### src/phy_reset_link_power_map.svh
// Register offsets, field positions, reset values and timing counts of the PHY reset and power control
// How it works
// - Writing one to reset_control bit 15 resets logic and register file; bit self-clears.
// - Writing one to reset_control bit 14 resets only the digital core; bit self-clears.
// - link_state_summary bit 15 reads one while the link monitor sees link up.
// - link_state_summary bit 14 reads one while the link monitor sees link down.
// - link_state_summary bit 13 shows the PHY control send-data state, read-only.
// - link_state_summary bit 12 shows the live link indication, never latched.
// - low_power_config bit 8 switches energy detection on the line interface.
// - low_power_config bit 7 permits sleep when one, forbids it when zero.
// - low_power_config bit 6 picks normal (one) or standby (zero) after a core reset; the strap picks at power up and after a full reset.
// - power_mode_request bit 4 moves to standby and clears itself when taken.
// - power_mode_request bit 0 moves to normal and clears itself when taken.
// - power_state_status code reads 2 in standby and 4 in normal.
`ifndef PHY_RESET_LINK_POWER_MAP_SVH
`define PHY_RESET_LINK_POWER_MAP_SVH

// Register indices; the byte address is four times the index
`define IDX_RESET_CONTROL       9'h01F
`define IDX_LINK_STATE_SUMMARY  9'h180
`define IDX_LOW_POWER_CONFIG    9'h18B
`define IDX_POWER_MODE_REQUEST  9'h18C
`define IDX_POWER_STATE_STATUS  9'h18E
`define IDX_EVENT_STATUS        9'h190
`define IDX_EVENT_MASK          9'h191

`define ADDR_WIDTH              12
`define ADDR_OF(idx)            ({1'b0, (idx), 2'b00})

// reset_control fields
`define BIT_FULL_RESET          15
`define BIT_CORE_RESET          14

// link_state_summary fields
`define BIT_LINK_UP             15
`define BIT_LINK_DOWN           14
`define BIT_SEND_DATA           13
`define BIT_LIVE_LINK           12
`define BIT_CHANNEL_OK          3
`define BIT_DESCR_SYNC          2
`define BIT_LOC_RCVR            1
`define BIT_REM_RCVR            0

// low_power_config fields
`define BIT_ENERGY_SENSE        8
`define BIT_SLEEP_ALLOW         7
`define BIT_AUTO_NORMAL         6

// power_mode_request fields
`define BIT_REQ_STANDBY         4
`define BIT_REQ_NORMAL          0

// power_state_status field
`define POWER_CODE_LSB          0
`define POWER_CODE_WIDTH        7
`define POWER_CODE_STANDBY      7'h02
`define POWER_CODE_NORMAL       7'h04
`define POWER_CODE_NONE         7'h00

// Event bits of the interrupt status and mask registers
`define EVT_LINK_UP             0
`define EVT_LINK_DOWN           1
`define EVT_POWER_CHANGE        2
`define EVT_RESET_DONE          3
`define EVT_COUNT               4

`define REG_RESET_VALUE         16'h0000
`define MASK_RESET_VALUE        4'h0

// Timing
`define CLK_PERIOD_NS           25
`define RST_PULSE_NS            100
`define RST_PULSE_CYC           ((`RST_PULSE_NS + `CLK_PERIOD_NS - 1) / `CLK_PERIOD_NS)
`define STRAP_SETTLE_CYC        3

`endif

### src/phy_reset_link_power_pkg.sv
// Types shared by the PHY reset and power control
package phy_reset_link_power_pkg;

   typedef enum logic [1:0] {
      ST_INIT    = 2'b00,
      ST_STANDBY = 2'b01,
      ST_NORMAL  = 2'b10
   } power_state_type;

endpackage

### src/level_sync.sv
// Two-flop synchroniser for a group of unrelated levels
`timescale 1ns/1ps
module level_sync #(
   parameter int unsigned WIDTH = 1
) (
   input  wire logic             i_clk,
   input  wire logic             i_arst_n,
   input  wire logic [WIDTH-1:0] i_async,
   output logic      [WIDTH-1:0] o_sync
);

   logic [WIDTH-1:0] meta_q;
   logic [WIDTH-1:0] sync_q;

   initial begin
      if (WIDTH < 1) begin
         $error("level_sync: WIDTH must be at least 1");
      end
   end

   always_ff @(posedge i_clk or negedge i_arst_n) begin
      if (!i_arst_n) begin
         meta_q <= '0;
         sync_q <= '0;
      end else begin
         meta_q <= i_async;
         sync_q <= meta_q;
      end
   end

   assign o_sync = sync_q;

endmodule

### src/phy_reset_link_power_ctrl.sv
// PHY reset commands, link monitor status and low-power sequencer behind an APB slave
//
// Register access over APB was chosen for this implementation.
`timescale 1ns/1ps
`include "phy_reset_link_power_map.svh"
module phy_reset_link_power_ctrl
   import phy_reset_link_power_pkg::*;
#(
   parameter int unsigned RST_CYCLES   = `RST_PULSE_CYC,
   parameter int unsigned STRAP_SETTLE = `STRAP_SETTLE_CYC
) (
   input  wire logic                   i_clk,
   input  wire logic                   i_arst_n,
   input  wire logic                   i_psel,
   input  wire logic                   i_penable,
   input  wire logic                   i_pwrite,
   input  wire logic [`ADDR_WIDTH-1:0] i_paddr,
   input  wire logic [31:0]            i_pwdata,
   output logic      [31:0]            o_prdata,
   output logic                        o_pready,
   output logic                        o_pslverr,
   input  wire logic                   i_link_up,
   input  wire logic                   i_link_down,
   input  wire logic                   i_send_data,
   input  wire logic                   i_live_link,
   input  wire logic                   i_channel_ok,
   input  wire logic                   i_descr_sync,
   input  wire logic                   i_loc_rcvr_ok,
   input  wire logic                   i_rem_rcvr_ok,
   input  wire logic                   i_auto_mode_strap,
   output logic                        o_full_chip_soft_reset,
   output logic                        o_digital_core_reset,
   output logic                        o_mdi_energy_sense_on,
   output logic                        o_sleep_allow,
   output logic                        o_power_normal,
   output logic                        o_power_standby,
   output logic                        o_irq
);

   ////////////////////////////////////////////////////////////////////////////////////////////////
   // Elaboration checks and helpers

   localparam int unsigned CNT_W = $clog2(RST_CYCLES + STRAP_SETTLE + 2);

   initial begin
      if (RST_CYCLES < 1) begin
         $error("RST_CYCLES must be at least 1");
      end
      if (STRAP_SETTLE < 3) begin
         $error("STRAP_SETTLE must cover the two-flop synchroniser");
      end
   end

   function automatic logic [`EVT_COUNT-1:0] sticky_next(input logic [`EVT_COUNT-1:0] cur,
                                                          input logic [`EVT_COUNT-1:0] set,
                                                          input logic [`EVT_COUNT-1:0] clr);
      sticky_next = (cur & ~clr) | set;
   endfunction

   function automatic logic addr_hit(input logic [`ADDR_WIDTH-1:0] addr, input logic [8:0] idx);
      addr_hit = (addr == `ADDR_OF(idx));
   endfunction

   ////////////////////////////////////////////////////////////////////////////////////////////////
   // Input synchronisation

   logic [8:0] pins_sync;

   level_sync #(
      .WIDTH (9)
   ) u_pin_sync (
      .i_clk    (i_clk),
      .i_arst_n (i_arst_n),
      .i_async  ({i_auto_mode_strap, i_link_up, i_link_down, i_send_data, i_live_link,
                  i_channel_ok, i_descr_sync, i_loc_rcvr_ok, i_rem_rcvr_ok}),
      .o_sync   (pins_sync)
   );

   wire strap_s     = pins_sync[8];
   wire link_up_s   = pins_sync[7];
   wire link_down_s = pins_sync[6];

   ////////////////////////////////////////////////////////////////////////////////////////////////
   // APB decode

   logic                        pready_q;
   logic                        pslverr_q;
   logic [31:0]                 prdata_q;

   wire access      = i_psel & i_penable;
   wire commit      = access & pready_q;
   wire wr_commit   = commit & i_pwrite;
   wire answer_now  = access & ~pready_q;
   wire hit_rst     = addr_hit(i_paddr, `IDX_RESET_CONTROL);
   wire hit_lss     = addr_hit(i_paddr, `IDX_LINK_STATE_SUMMARY);
   wire hit_cfg     = addr_hit(i_paddr, `IDX_LOW_POWER_CONFIG);
   wire hit_req     = addr_hit(i_paddr, `IDX_POWER_MODE_REQUEST);
   wire hit_pst     = addr_hit(i_paddr, `IDX_POWER_STATE_STATUS);
   wire hit_evs     = addr_hit(i_paddr, `IDX_EVENT_STATUS);
   wire hit_evm     = addr_hit(i_paddr, `IDX_EVENT_MASK);
   wire hit_any     = hit_rst | hit_lss | hit_cfg | hit_req | hit_pst | hit_evs | hit_evm;

   ////////////////////////////////////////////////////////////////////////////////////////////////
   // Reset commands

   logic             full_q;
   logic             core_q;
   logic [CNT_W-1:0] rst_cnt_q;
   logic             reset_done_q;

   wire rst_busy    = core_q;
   wire wr_full     = wr_commit & hit_rst & i_pwdata[`BIT_FULL_RESET] & ~rst_busy;
   wire wr_core     = wr_commit & hit_rst & i_pwdata[`BIT_CORE_RESET] & ~rst_busy & ~i_pwdata[`BIT_FULL_RESET];
   wire rst_last    = rst_busy & (rst_cnt_q == CNT_W'(1));
   // Register file is held at reset values while the full reset runs
   wire regs_clr    = full_q;

   always_ff @(posedge i_clk or negedge i_arst_n) begin
      if (!i_arst_n) begin
         full_q       <= 1'b0;
         core_q       <= 1'b0;
         rst_cnt_q    <= '0;
         reset_done_q <= 1'b0;
      end else begin
         reset_done_q <= rst_last;
         if (wr_full || wr_core) begin
            full_q    <= wr_full;
            core_q    <= 1'b1;
            rst_cnt_q <= CNT_W'(RST_CYCLES);
         end else if (rst_last) begin
            full_q    <= 1'b0;
            core_q    <= 1'b0;
            rst_cnt_q <= '0;
         end else if (rst_busy) begin
            rst_cnt_q <= rst_cnt_q - CNT_W'(1);
         end
      end
   end

   ////////////////////////////////////////////////////////////////////////////////////////////////
   // Low-power configuration and requests

   logic energy_q;
   logic sleep_q;
   logic auto_q;
   logic req_stby_q;
   logic req_norm_q;
   logic strap_load_q;
   power_state_type state_q;
   power_state_type state_d;
   logic [CNT_W-1:0] settle_q;

   wire wr_cfg      = wr_commit & hit_cfg & ~regs_clr;
   wire wr_req      = wr_commit & hit_req & ~regs_clr;
   wire settle_done = (state_q == ST_INIT) & ~rst_busy & (settle_q == CNT_W'(STRAP_SETTLE));
   wire req_taken   = (state_q != ST_INIT) & ~rst_busy;
   wire auto_eff    = strap_load_q ? strap_s : auto_q;

   always_ff @(posedge i_clk or negedge i_arst_n) begin
      if (!i_arst_n) begin
         energy_q     <= 1'b0;
         sleep_q      <= 1'b0;
         auto_q       <= 1'b0;
         strap_load_q <= 1'b1;
      end else if (regs_clr) begin
         energy_q     <= 1'b0;
         sleep_q      <= 1'b0;
         auto_q       <= 1'b0;
         strap_load_q <= 1'b1;
      end else begin
         if (wr_cfg) begin
            energy_q <= i_pwdata[`BIT_ENERGY_SENSE];
            sleep_q  <= i_pwdata[`BIT_SLEEP_ALLOW];
            auto_q   <= i_pwdata[`BIT_AUTO_NORMAL];
         end else if (settle_done && strap_load_q) begin
            auto_q   <= strap_s;
         end
         if (settle_done) begin
            strap_load_q <= 1'b0;
         end
      end
   end

   // A request written in the cycle it is taken survives: set wins over clear
   always_ff @(posedge i_clk or negedge i_arst_n) begin
      if (!i_arst_n) begin
         req_stby_q <= 1'b0;
         req_norm_q <= 1'b0;
      end else if (regs_clr) begin
         req_stby_q <= 1'b0;
         req_norm_q <= 1'b0;
      end else begin
         if (wr_req && i_pwdata[`BIT_REQ_STANDBY]) begin
            req_stby_q <= 1'b1;
         end else if (req_taken) begin
            req_stby_q <= 1'b0;
         end
         if (wr_req && i_pwdata[`BIT_REQ_NORMAL]) begin
            req_norm_q <= 1'b1;
         end else if (req_taken) begin
            req_norm_q <= 1'b0;
         end
      end
   end

   ////////////////////////////////////////////////////////////////////////////////////////////////
   // Power sequencer

   always_comb begin
      state_d = state_q;
      if (rst_busy) begin
         state_d = ST_INIT;
      end else begin
         case (state_q)
            ST_INIT: begin
               if (settle_done) begin
                  state_d = auto_eff ? ST_NORMAL : ST_STANDBY;
               end
            end
            ST_STANDBY,
            ST_NORMAL: begin
               if (req_stby_q) begin
                  state_d = ST_STANDBY;
               end else if (req_norm_q) begin
                  state_d = ST_NORMAL;
               end
            end
            default: begin
               state_d = ST_INIT;
            end
         endcase
      end
   end

   always_ff @(posedge i_clk or negedge i_arst_n) begin
      if (!i_arst_n) begin
         state_q  <= ST_INIT;
         settle_q <= '0;
      end else begin
         state_q <= state_d;
         if (state_d != ST_INIT || rst_busy) begin
            settle_q <= '0;
         end else if (settle_q != CNT_W'(STRAP_SETTLE)) begin
            settle_q <= settle_q + CNT_W'(1);
         end
      end
   end

   wire [`POWER_CODE_WIDTH-1:0] power_code = (state_q == ST_STANDBY) ? `POWER_CODE_STANDBY :
                                             (state_q == ST_NORMAL)  ? `POWER_CODE_NORMAL  : `POWER_CODE_NONE;

   ////////////////////////////////////////////////////////////////////////////////////////////////
   // Events and interrupt

   logic [`EVT_COUNT-1:0] evt_status_q;
   logic [`EVT_COUNT-1:0] evt_mask_q;
   logic                  link_up_prev_q;
   logic                  link_down_prev_q;
   logic                  irq_q;

   wire [`EVT_COUNT-1:0] evt_set;
   assign evt_set[`EVT_LINK_UP]      = link_up_s & ~link_up_prev_q;
   assign evt_set[`EVT_LINK_DOWN]    = link_down_s & ~link_down_prev_q;
   assign evt_set[`EVT_POWER_CHANGE] = (state_d != state_q) & (state_d != ST_INIT);
   assign evt_set[`EVT_RESET_DONE]   = reset_done_q;

   wire [`EVT_COUNT-1:0] evt_clr    = (wr_commit & hit_evs) ? i_pwdata[`EVT_COUNT-1:0] : '0;
   wire [`EVT_COUNT-1:0] evt_stat_d = regs_clr ? '0 : sticky_next(evt_status_q, evt_set, evt_clr);
   wire [`EVT_COUNT-1:0] evt_mask_d = regs_clr ? `MASK_RESET_VALUE :
                                      (wr_commit & hit_evm) ? i_pwdata[`EVT_COUNT-1:0] : evt_mask_q;

   always_ff @(posedge i_clk or negedge i_arst_n) begin
      if (!i_arst_n) begin
         evt_status_q     <= '0;
         evt_mask_q       <= `MASK_RESET_VALUE;
         link_up_prev_q   <= 1'b0;
         link_down_prev_q <= 1'b0;
         irq_q            <= 1'b0;
      end else begin
         evt_status_q     <= evt_stat_d;
         evt_mask_q       <= evt_mask_d;
         link_up_prev_q   <= link_up_s;
         link_down_prev_q <= link_down_s;
         irq_q            <= |(evt_stat_d & evt_mask_d);
      end
   end

   ////////////////////////////////////////////////////////////////////////////////////////////////
   // Read data

   wire [15:0] rd_rst = {full_q, core_q & ~full_q, 14'h0000};
   wire [15:0] rd_lss = {pins_sync[7:4], 8'h00, pins_sync[3:0]};
   wire [15:0] rd_cfg = {7'h00, energy_q, sleep_q, auto_q, 6'h00};
   wire [15:0] rd_req = {11'h000, req_stby_q, 3'h0, req_norm_q};
   wire [15:0] rd_pst = {9'h000, power_code};
   wire [15:0] rd_evs = {12'h000, evt_status_q};
   wire [15:0] rd_evm = {12'h000, evt_mask_q};

   wire [15:0] rd_mux = hit_rst ? rd_rst :
                        hit_lss ? rd_lss :
                        hit_cfg ? rd_cfg :
                        hit_req ? rd_req :
                        hit_pst ? rd_pst :
                        hit_evs ? rd_evs :
                        hit_evm ? rd_evm : 16'h0000;

   ////////////////////////////////////////////////////////////////////////////////////////////////
   // APB answer: one wait state, pready high in the second access cycle

   always_ff @(posedge i_clk or negedge i_arst_n) begin
      if (!i_arst_n) begin
         pready_q  <= 1'b0;
         pslverr_q <= 1'b0;
         prdata_q  <= 32'h0000_0000;
      end else begin
         pready_q  <= answer_now;
         pslverr_q <= answer_now & ~hit_any;
         if (answer_now && !i_pwrite) begin
            prdata_q <= {16'h0000, rd_mux};
         end
      end
   end

   ////////////////////////////////////////////////////////////////////////////////////////////////
   // Output ports, each straight from a flop

   assign o_prdata               = prdata_q;
   assign o_pready               = pready_q;
   assign o_pslverr              = pslverr_q;
   assign o_full_chip_soft_reset = full_q;
   assign o_digital_core_reset   = core_q;
   assign o_mdi_energy_sense_on  = energy_q;
   assign o_sleep_allow          = sleep_q;
   // Standby and normal codes each own one bit of the state register
   assign o_power_normal         = state_q[1];
   assign o_power_standby        = state_q[0];
   assign o_irq                  = irq_q;

endmodule

### config.mk
export PLATFORM = sky130hd
export DESIGN_NAME = phy_reset_link_power_ctrl
export DESIGN_NICKNAME = d
export VERILOG_FILES = /design/src/phy_reset_link_power_pkg.sv /design/src/level_sync.sv /design/src/phy_reset_link_power_ctrl.sv
export VERILOG_INCLUDE_DIRS = /design/src /design/src/src
export SDC_FILE = /design/constraint.sdc
export NUM_CORES = 1
export LEC_CHECK = 0
export BUFFER_PORTS_ARGS = -buffer_cell sky130_fd_sc_hd__buf_4
export CORE_ASPECT_RATIO = 1.4
export CORE_UTILIZATION = 50
export DETAILED_ROUTE_END_ITERATION = 8
export PLACE_DENSITY = 0.9
export SKIP_CTS_REPAIR_TIMING = 1
export SLEW_MARGIN = 20
export SYNTH_ARGS = -nofsm -noshare
export SYNTH_HDL_FRONTEND = slang
export SYNTH_SLANG_ARGS = --single-unit
export TNS_END_PERCENT = 50
### constraint.sdc
create_clock -name i_clk -period 2.41 [get_ports i_clk]
set_input_delay 0 -clock i_clk [delete_from_list [all_inputs] [get_ports i_clk]]
set_output_delay 0 -clock i_clk [all_outputs]
set_load 0.005 [all_outputs]
# == Yosys cells after proc, flatten, opt, wreduce, memory -nomap -nowiden ==
# Cells that the tools add are included.
# totals
ff_bits,66
input_bits,58
word_cells,141
# op_classes
n_addsub,2
n_eq_ne,13
muxes,42
bitwise,42
n_reduce_logical,20
# op_table
operator,count
"12-bit by 11-bit == test with 1-bit output, second input constant",6
4-bit two-way mux,12
16-bit two-way mux,2
1-bit AND,25
1-bit two-way mux,18
"12-bit by 7-bit == test with 1-bit output, second input constant",1
2-bit nonzero test,6
3-bit nonzero test,4
2-bit two-way mux,5
9-bit two-way mux,1
4-bit AND,2
1-bit inverter,7
3-bit two-way mux,2
1-bit bitwise OR,6
5-bit two-way mux,1
"4-bit by 1-bit adder with 4-bit output, second input constant",1
"4-bit by 1-bit == test with 1-bit output, second input constant",1
"4-bit by 2-bit == test with 1-bit output, second input constant",1
1-bit logical AND,4
"4-bit by 2-bit != test with 1-bit output, second input constant",1
4-bit inverter,1
4-bit bitwise OR,1
2-bit case mux with 2 select lines,1
4-bit OR reduction,1
other kinds (8),9

# == Logic depth before layout (Yosys ltp) ==
# depth
word_depth,12
ltp_mapped,7
ltp_nobuf,7

# == Cells and area by module ==
# A second synthesis with hierarchy kept.
# hier_totals
cells_unflattened,280
area_unflattened_um2,2940.3
# by_module_without_submodules
module,n_inst,cells_per_inst,area_each_um2,seq_area_each_um2
phy_reset_link_power_ctrl,1,262,2489.9,1102.3
level_sync,1,18,450.4,450.4

# == Least setup slack after synthesis ==
# No wires, ideal clock.
# synth_timing
path_type,reg2reg
from,register state_q[1]
to,register irq_q (netlist: o_irq)
setup_ps,141
t_arrival_ps,1822
required_time_ps,2269
setup_slack_ps,448
path_stages_with_launch,8
path_buffers,0
period_less_slack_ps,1962
cell_sequence,dfrtp_1 -> inv_1 -> ha_1 -> or3b_1 -> o21ai_0 -> o21ai_1 -> a221oi_1 -> o2111ai_1
# synth_between
elab_chain_len,12
# synth_rtl
element,line,source
"start, declared",phy_reset_link_power_ctrl.sv:149,power_state_type state_q;
"start signal, assigned",phy_reset_link_power_ctrl.sv:240,state_q <= state_d;
2-bit zero test,"phy_reset_link_power_ctrl.sv:155, phy_reset_link_power_ctrl.sv:214",
1-bit AND (2 in series),phy_reset_link_power_ctrl.sv:155,wire settle_done = (state_q == ST_INIT) & ~rst_busy & (settle_q == CNT_W'(STRAP_SETTLE));
2-bit two-way mux,phy_reset_link_power_ctrl.sv:216,if (settle_done) begin
2-bit case mux with 2 select lines,phy_reset_link_power_ctrl.sv:214,case (state_q)
2-bit two-way mux,phy_reset_link_power_ctrl.sv:211,if (rst_busy) begin
2-bit != test / 2-bit nonzero test (equally long branches),phy_reset_link_power_ctrl.sv:264,assign evt_set[`EVT_POWER_CHANGE] = (state_d != state_q) & (state_d != ST_INIT);
1-bit AND (*),phy_reset_link_power_ctrl.sv:264,
4-bit bitwise OR (*),phy_reset_link_power_ctrl.sv:57,sticky_next = (cur & ~clr) | set;
4-bit two-way mux (*),phy_reset_link_power_ctrl.sv:268,"wire [`EVT_COUNT-1:0] evt_stat_d = regs_clr ? '0 : sticky_next(evt_status_q, evt_set, evt_clr);"
4-bit AND (*),phy_reset_link_power_ctrl.sv:284,irq_q <= |(evt_stat_d & evt_mask_d);
4-bit OR reduction (*),phy_reset_link_power_ctrl.sv:284,
"end signal, assigned",phy_reset_link_power_ctrl.sv:284,
"end, declared",phy_reset_link_power_ctrl.sv:259,logic irq_q;
# Every way passes the cells marked *; elsewhere a longest branch is shown, timed or not.
# A chain may end at the register's enable or synchronous reset.

# == Worst setup path after layout ==
# Same ends and word-level chain as after synthesis.

==> reports/metrics.csv <==
metric;value;unit
Metal-1 WL;2690;um
worst hold path depth;4;
Residual DRC;0;
peak supply drop;0.3814;mV
Place WS;0.2080;ns
leakage power;0.001802;uW
CTS tree;done;
Site Rows;32;
die area;6275;sq um
DR WL/cell;15.22;um
IO Pins;99;
clk_lat worst skew;0.33;ns
crit-path max FO;8;
highest routed layer;met4;
Post-Synthesis Cells;281;
Slew headroom;0.4967;
EDFF count, synth;0;
P per Cell Area;636.8;nW/um^2
Seq/Total Area, Yosys;0.5212;
post-synth top area cell;dfrtp_1;
number of DRC markers in iteration 0;175;
Setup Skew;0.008429;ns
final hold vios;0;
first-pass detailed-route iteration total;7;
layout cells sized above 1;0.2411;
max frequency;449.7;MHz
setup tns final;0;ns
Comb power frac;0.193;
first-pass GRT wire length;10360;um
vias in the first global route;2318;
largest net degree at the start of global routing;63;
Sw Ratio;0.2877;
Mean Syn Cell Area;10.60;sq um
FF+latch count, synth;62;
status;complete, no violations;
CP Data Required Time;2.60;ns
Synth Flop Type;dfrtp_1;
Setup WS post-layout;0.1864;ns
Remaining Overflow, GRT;0;
final count of negative-setup-slack endpoints;0;
total CTS buffers;9;
gpl congestion;0.8850;
dpl hpwl;4685;um
initial antenna violation count;0;
Async S/R FF share, synth;1.000;
# fillers;439;
cell internal pwr;1696;uW
Hold Path Class;in2reg;
CTS Buffer Depth;2;
DP Area;3382;sq um
Slew Limit Fails;0;
CTS clk-pin slew, worst paths;0.07;ns
Sw Pwr;685.0;uW
Hold Slack;0.01752;ns
Core Footprint;5605;sq um
R2R cell count;7;
Clock power frac;0.324;
Ant. Diodes;0;
Period minus WS final;2.224;ns
Synth top area share;0.5124;
Routed met3 length;317;um
Slew @ Worst Pin;0.7549;ns
Initial Utilization;0.5315;
nets@finish;425;
root buffer cell;clkbuf_8;
total number of vias;2384;
htree depth;3;
Final Cell Area;3739;sq um
Die Wd;67.24;um
met2 WL post-DR;3379;um
Die H;93.33;um
synth unique cells;59;
Flop pwr share;0.483;
crit path kind;reg2reg;
post-route ant nets;0;
Setup crit end kind;flop;
Worst setup SP type;flop;
ranking of synthesized cells by area;dfrtp_1, buf_4, nor2_1;
Ys Warns;0;
total track usage;0.2264;
Area growth syn-to-layout;25.49;%
CTS sink count;62;
RSZ-0062 raised after global routing;false;
IO Port Bufs;56;
final wirelength;6591;um
mapped cell area;2979;sq um
Via density;5.506;
max-cap viol count;0;
Final Cycle Share;0.9227;
arrival time worst endpoint;2.41;ns
==> power groups by stage <==
| stage | clock [uW] | sequential, uW | combinational [uW] |
|---|---|---|---|
| after global placement | 0 | 1170 | 413 |
| after detailed placement | 0 | 1170 | 431 |
| final | 772 | 1150 | 459 |
| after CTS | 788 | 1150 | 435 |
| after floorplan | 0 | 1160 | 284 |
| after global routing | 830 | 1160 | 513 |
==> flip-flops by register name, indices dropped and copies added, names as in the netlist, 2 cells and up <==
| name | cells |
|---|---|
| u_pin_sync.meta_q | 9 |
| u_pin_sync.o_sync | 9 |
| state_q | 2 |
| evt_mask_q | 4 |
| o_prdata | 12 |
| rst_cnt_q | 4 |
| evt_status_q | 4 |
| settle_q | 4 |
==> through the flow <==
stage,utilization,std cells,power (uW)
6_report,0.6670,433,2381
5_1_grt,0.6670,433,2499
4_1_cts,0.6330,414,2373
3_5_place_dp,0.6033,398,1601
3_3_place_gp,0.6033,398,1578
2_1_floorplan,-,300,1444
==> critical path, cell delays in order, from the launching register on <==
cell and delay (ns):
dfrtp_1 0.47, inv_1 0.12, ha_1 0.30, or3b_1 0.38, o21ai_0 0.17, o21ai_1 0.10
a221oi_1 0.38, o2111ai_1 0.16
==> layout make-up <==
class                           instances  area, sq um  area share
Tap cell                               68        85.08     0.02276
Clock buffer                           11        131.4     0.03514
Multi-Input combinational cell        199         1271      0.3400
Sequential cell                        62         1553      0.4153
Clock inverter                          5        35.03    0.009371
Inverter                               12        45.04     0.01205
Timing Repair Buffer                   76        618.1      0.1653
==> path summary, 6_finish.rpt <==
path	start	end	slack, ns
max in group asynchronous	i_arst_n	u_pin_sync.meta_q[3]$_DFF_PN0_	1.62
worst min register to register	u_pin_sync.meta_q[1]$_DFF_PN0_	u_pin_sync.o_sync[1]$_DFF_PN0_	0.35
worst max register to register	state_q[1]$_DFF_PN0_	o_irq$_DFF_PN0_	0.19
worst min-delay path	i_pwdata[1]	evt_status_q[1]$_DFF_PN0_	0.02
min in group asynchronous	i_arst_n	o_full_chip_soft_reset$_DFFE_PN0P_	0.29
worst max-delay path	state_q[1]$_DFF_PN0_	o_irq$_DFF_PN0_	0.19
==> synthesized netlist by cell type, types with 2 or more instances <==
| library cell | instances |
|---|---|
| a31oi_1 | 3 |
| ha_1 | 7 |
| a22oi_1 | 2 |
| o21ai_0 | 14 |
| or3b_1 | 3 |
| buf_2 | 4 |
| nand3_1 | 3 |
| and3_2 | 2 |
| mux2_2 | 3 |
| xor2_1 | 3 |
| a21oi_1 | 10 |
| inv_1 | 11 |
| a21boi_0 | 3 |
| o21a_1 | 2 |
| or3_1 | 3 |
| nand2_1 | 21 |
| o21ai_1 | 3 |
| a221oi_1 | 3 |
| a211oi_1 | 2 |
| nand4_1 | 3 |
| nor3_1 | 6 |
| nor2b_1 | 5 |
| clkbuf_1 | 3 |
| and3_1 | 4 |
| mux2i_1 | 6 |
| a22o_1 | 4 |
| o22ai_1 | 3 |
| nor3b_1 | 2 |
| and4_1 | 3 |
| a21o_1 | 2 |
| dfrtp_1 | 61 |
| buf_4 | 20 |
| a32oi_1 | 4 |
| nor4b_2 | 2 |
| nor2_1 | 27 |
==> cells by family (layout without fill, tap and decap cells) <==
kind of cell	after synthesis	after routing	share of synthesized area
adder cells (fa/ha/maj)	7	7	0.02940
other	1	20	0.001259
AND/OR/NAND/NOR	99	99	0.1957
XOR/XNOR	3	3	0.008821
buffers and inverters	39	104	0.07602
multiplexers	9	9	0.03150
AO/OA/AOI/OAI	61	61	0.1361
flip-flops	62	62	0.5212
==> cell usage in the layout (no fill, tap or decap), types with 2 or more instances in the layout <==
| master | count |
|---|---|
| a211oi_1 | 2 |
| a21boi_0 | 3 |
| a21o_1 | 2 |
| a21oi_1 | 10 |
| a221oi_1 | 3 |
| a22o_1 | 4 |
| a22oi_1 | 2 |
| a31oi_1 | 3 |
| a32oi_1 | 4 |
| and3_1 | 4 |
| and3_2 | 2 |
| and4_1 | 3 |
| buf_4 | 57 |
| clkbuf_1 | 2 |
| clkbuf_8 | 9 |
| clkinv_2 | 2 |
| conb_1 | 20 |
| dfrtp_1 | 61 |
| dlygate4sd3_1 | 19 |
| ha_1 | 7 |
| inv_1 | 11 |
| mux2_2 | 3 |
| mux2i_1 | 6 |
| nand2_1 | 21 |
| nand3_1 | 3 |
| nand4_1 | 3 |
| nor2_1 | 27 |
| nor2b_1 | 5 |
| nor3_1 | 6 |
| nor3b_1 | 2 |
| nor4b_2 | 2 |
| o21a_1 | 2 |
| o21ai_0 | 14 |
| o21ai_1 | 3 |
| o22ai_1 | 3 |
| or3_1 | 3 |
| or3b_1 | 3 |
| xor2_1 | 3 |
==> metal layers <==
layer,up-vias,global-route usage
met3,20,0.05122
li1,1129,-
met1,1148,0.2766
met2,87,0.3483
met4,0,0.1543
met5,-,0
(Power assumes the default switching activity.)
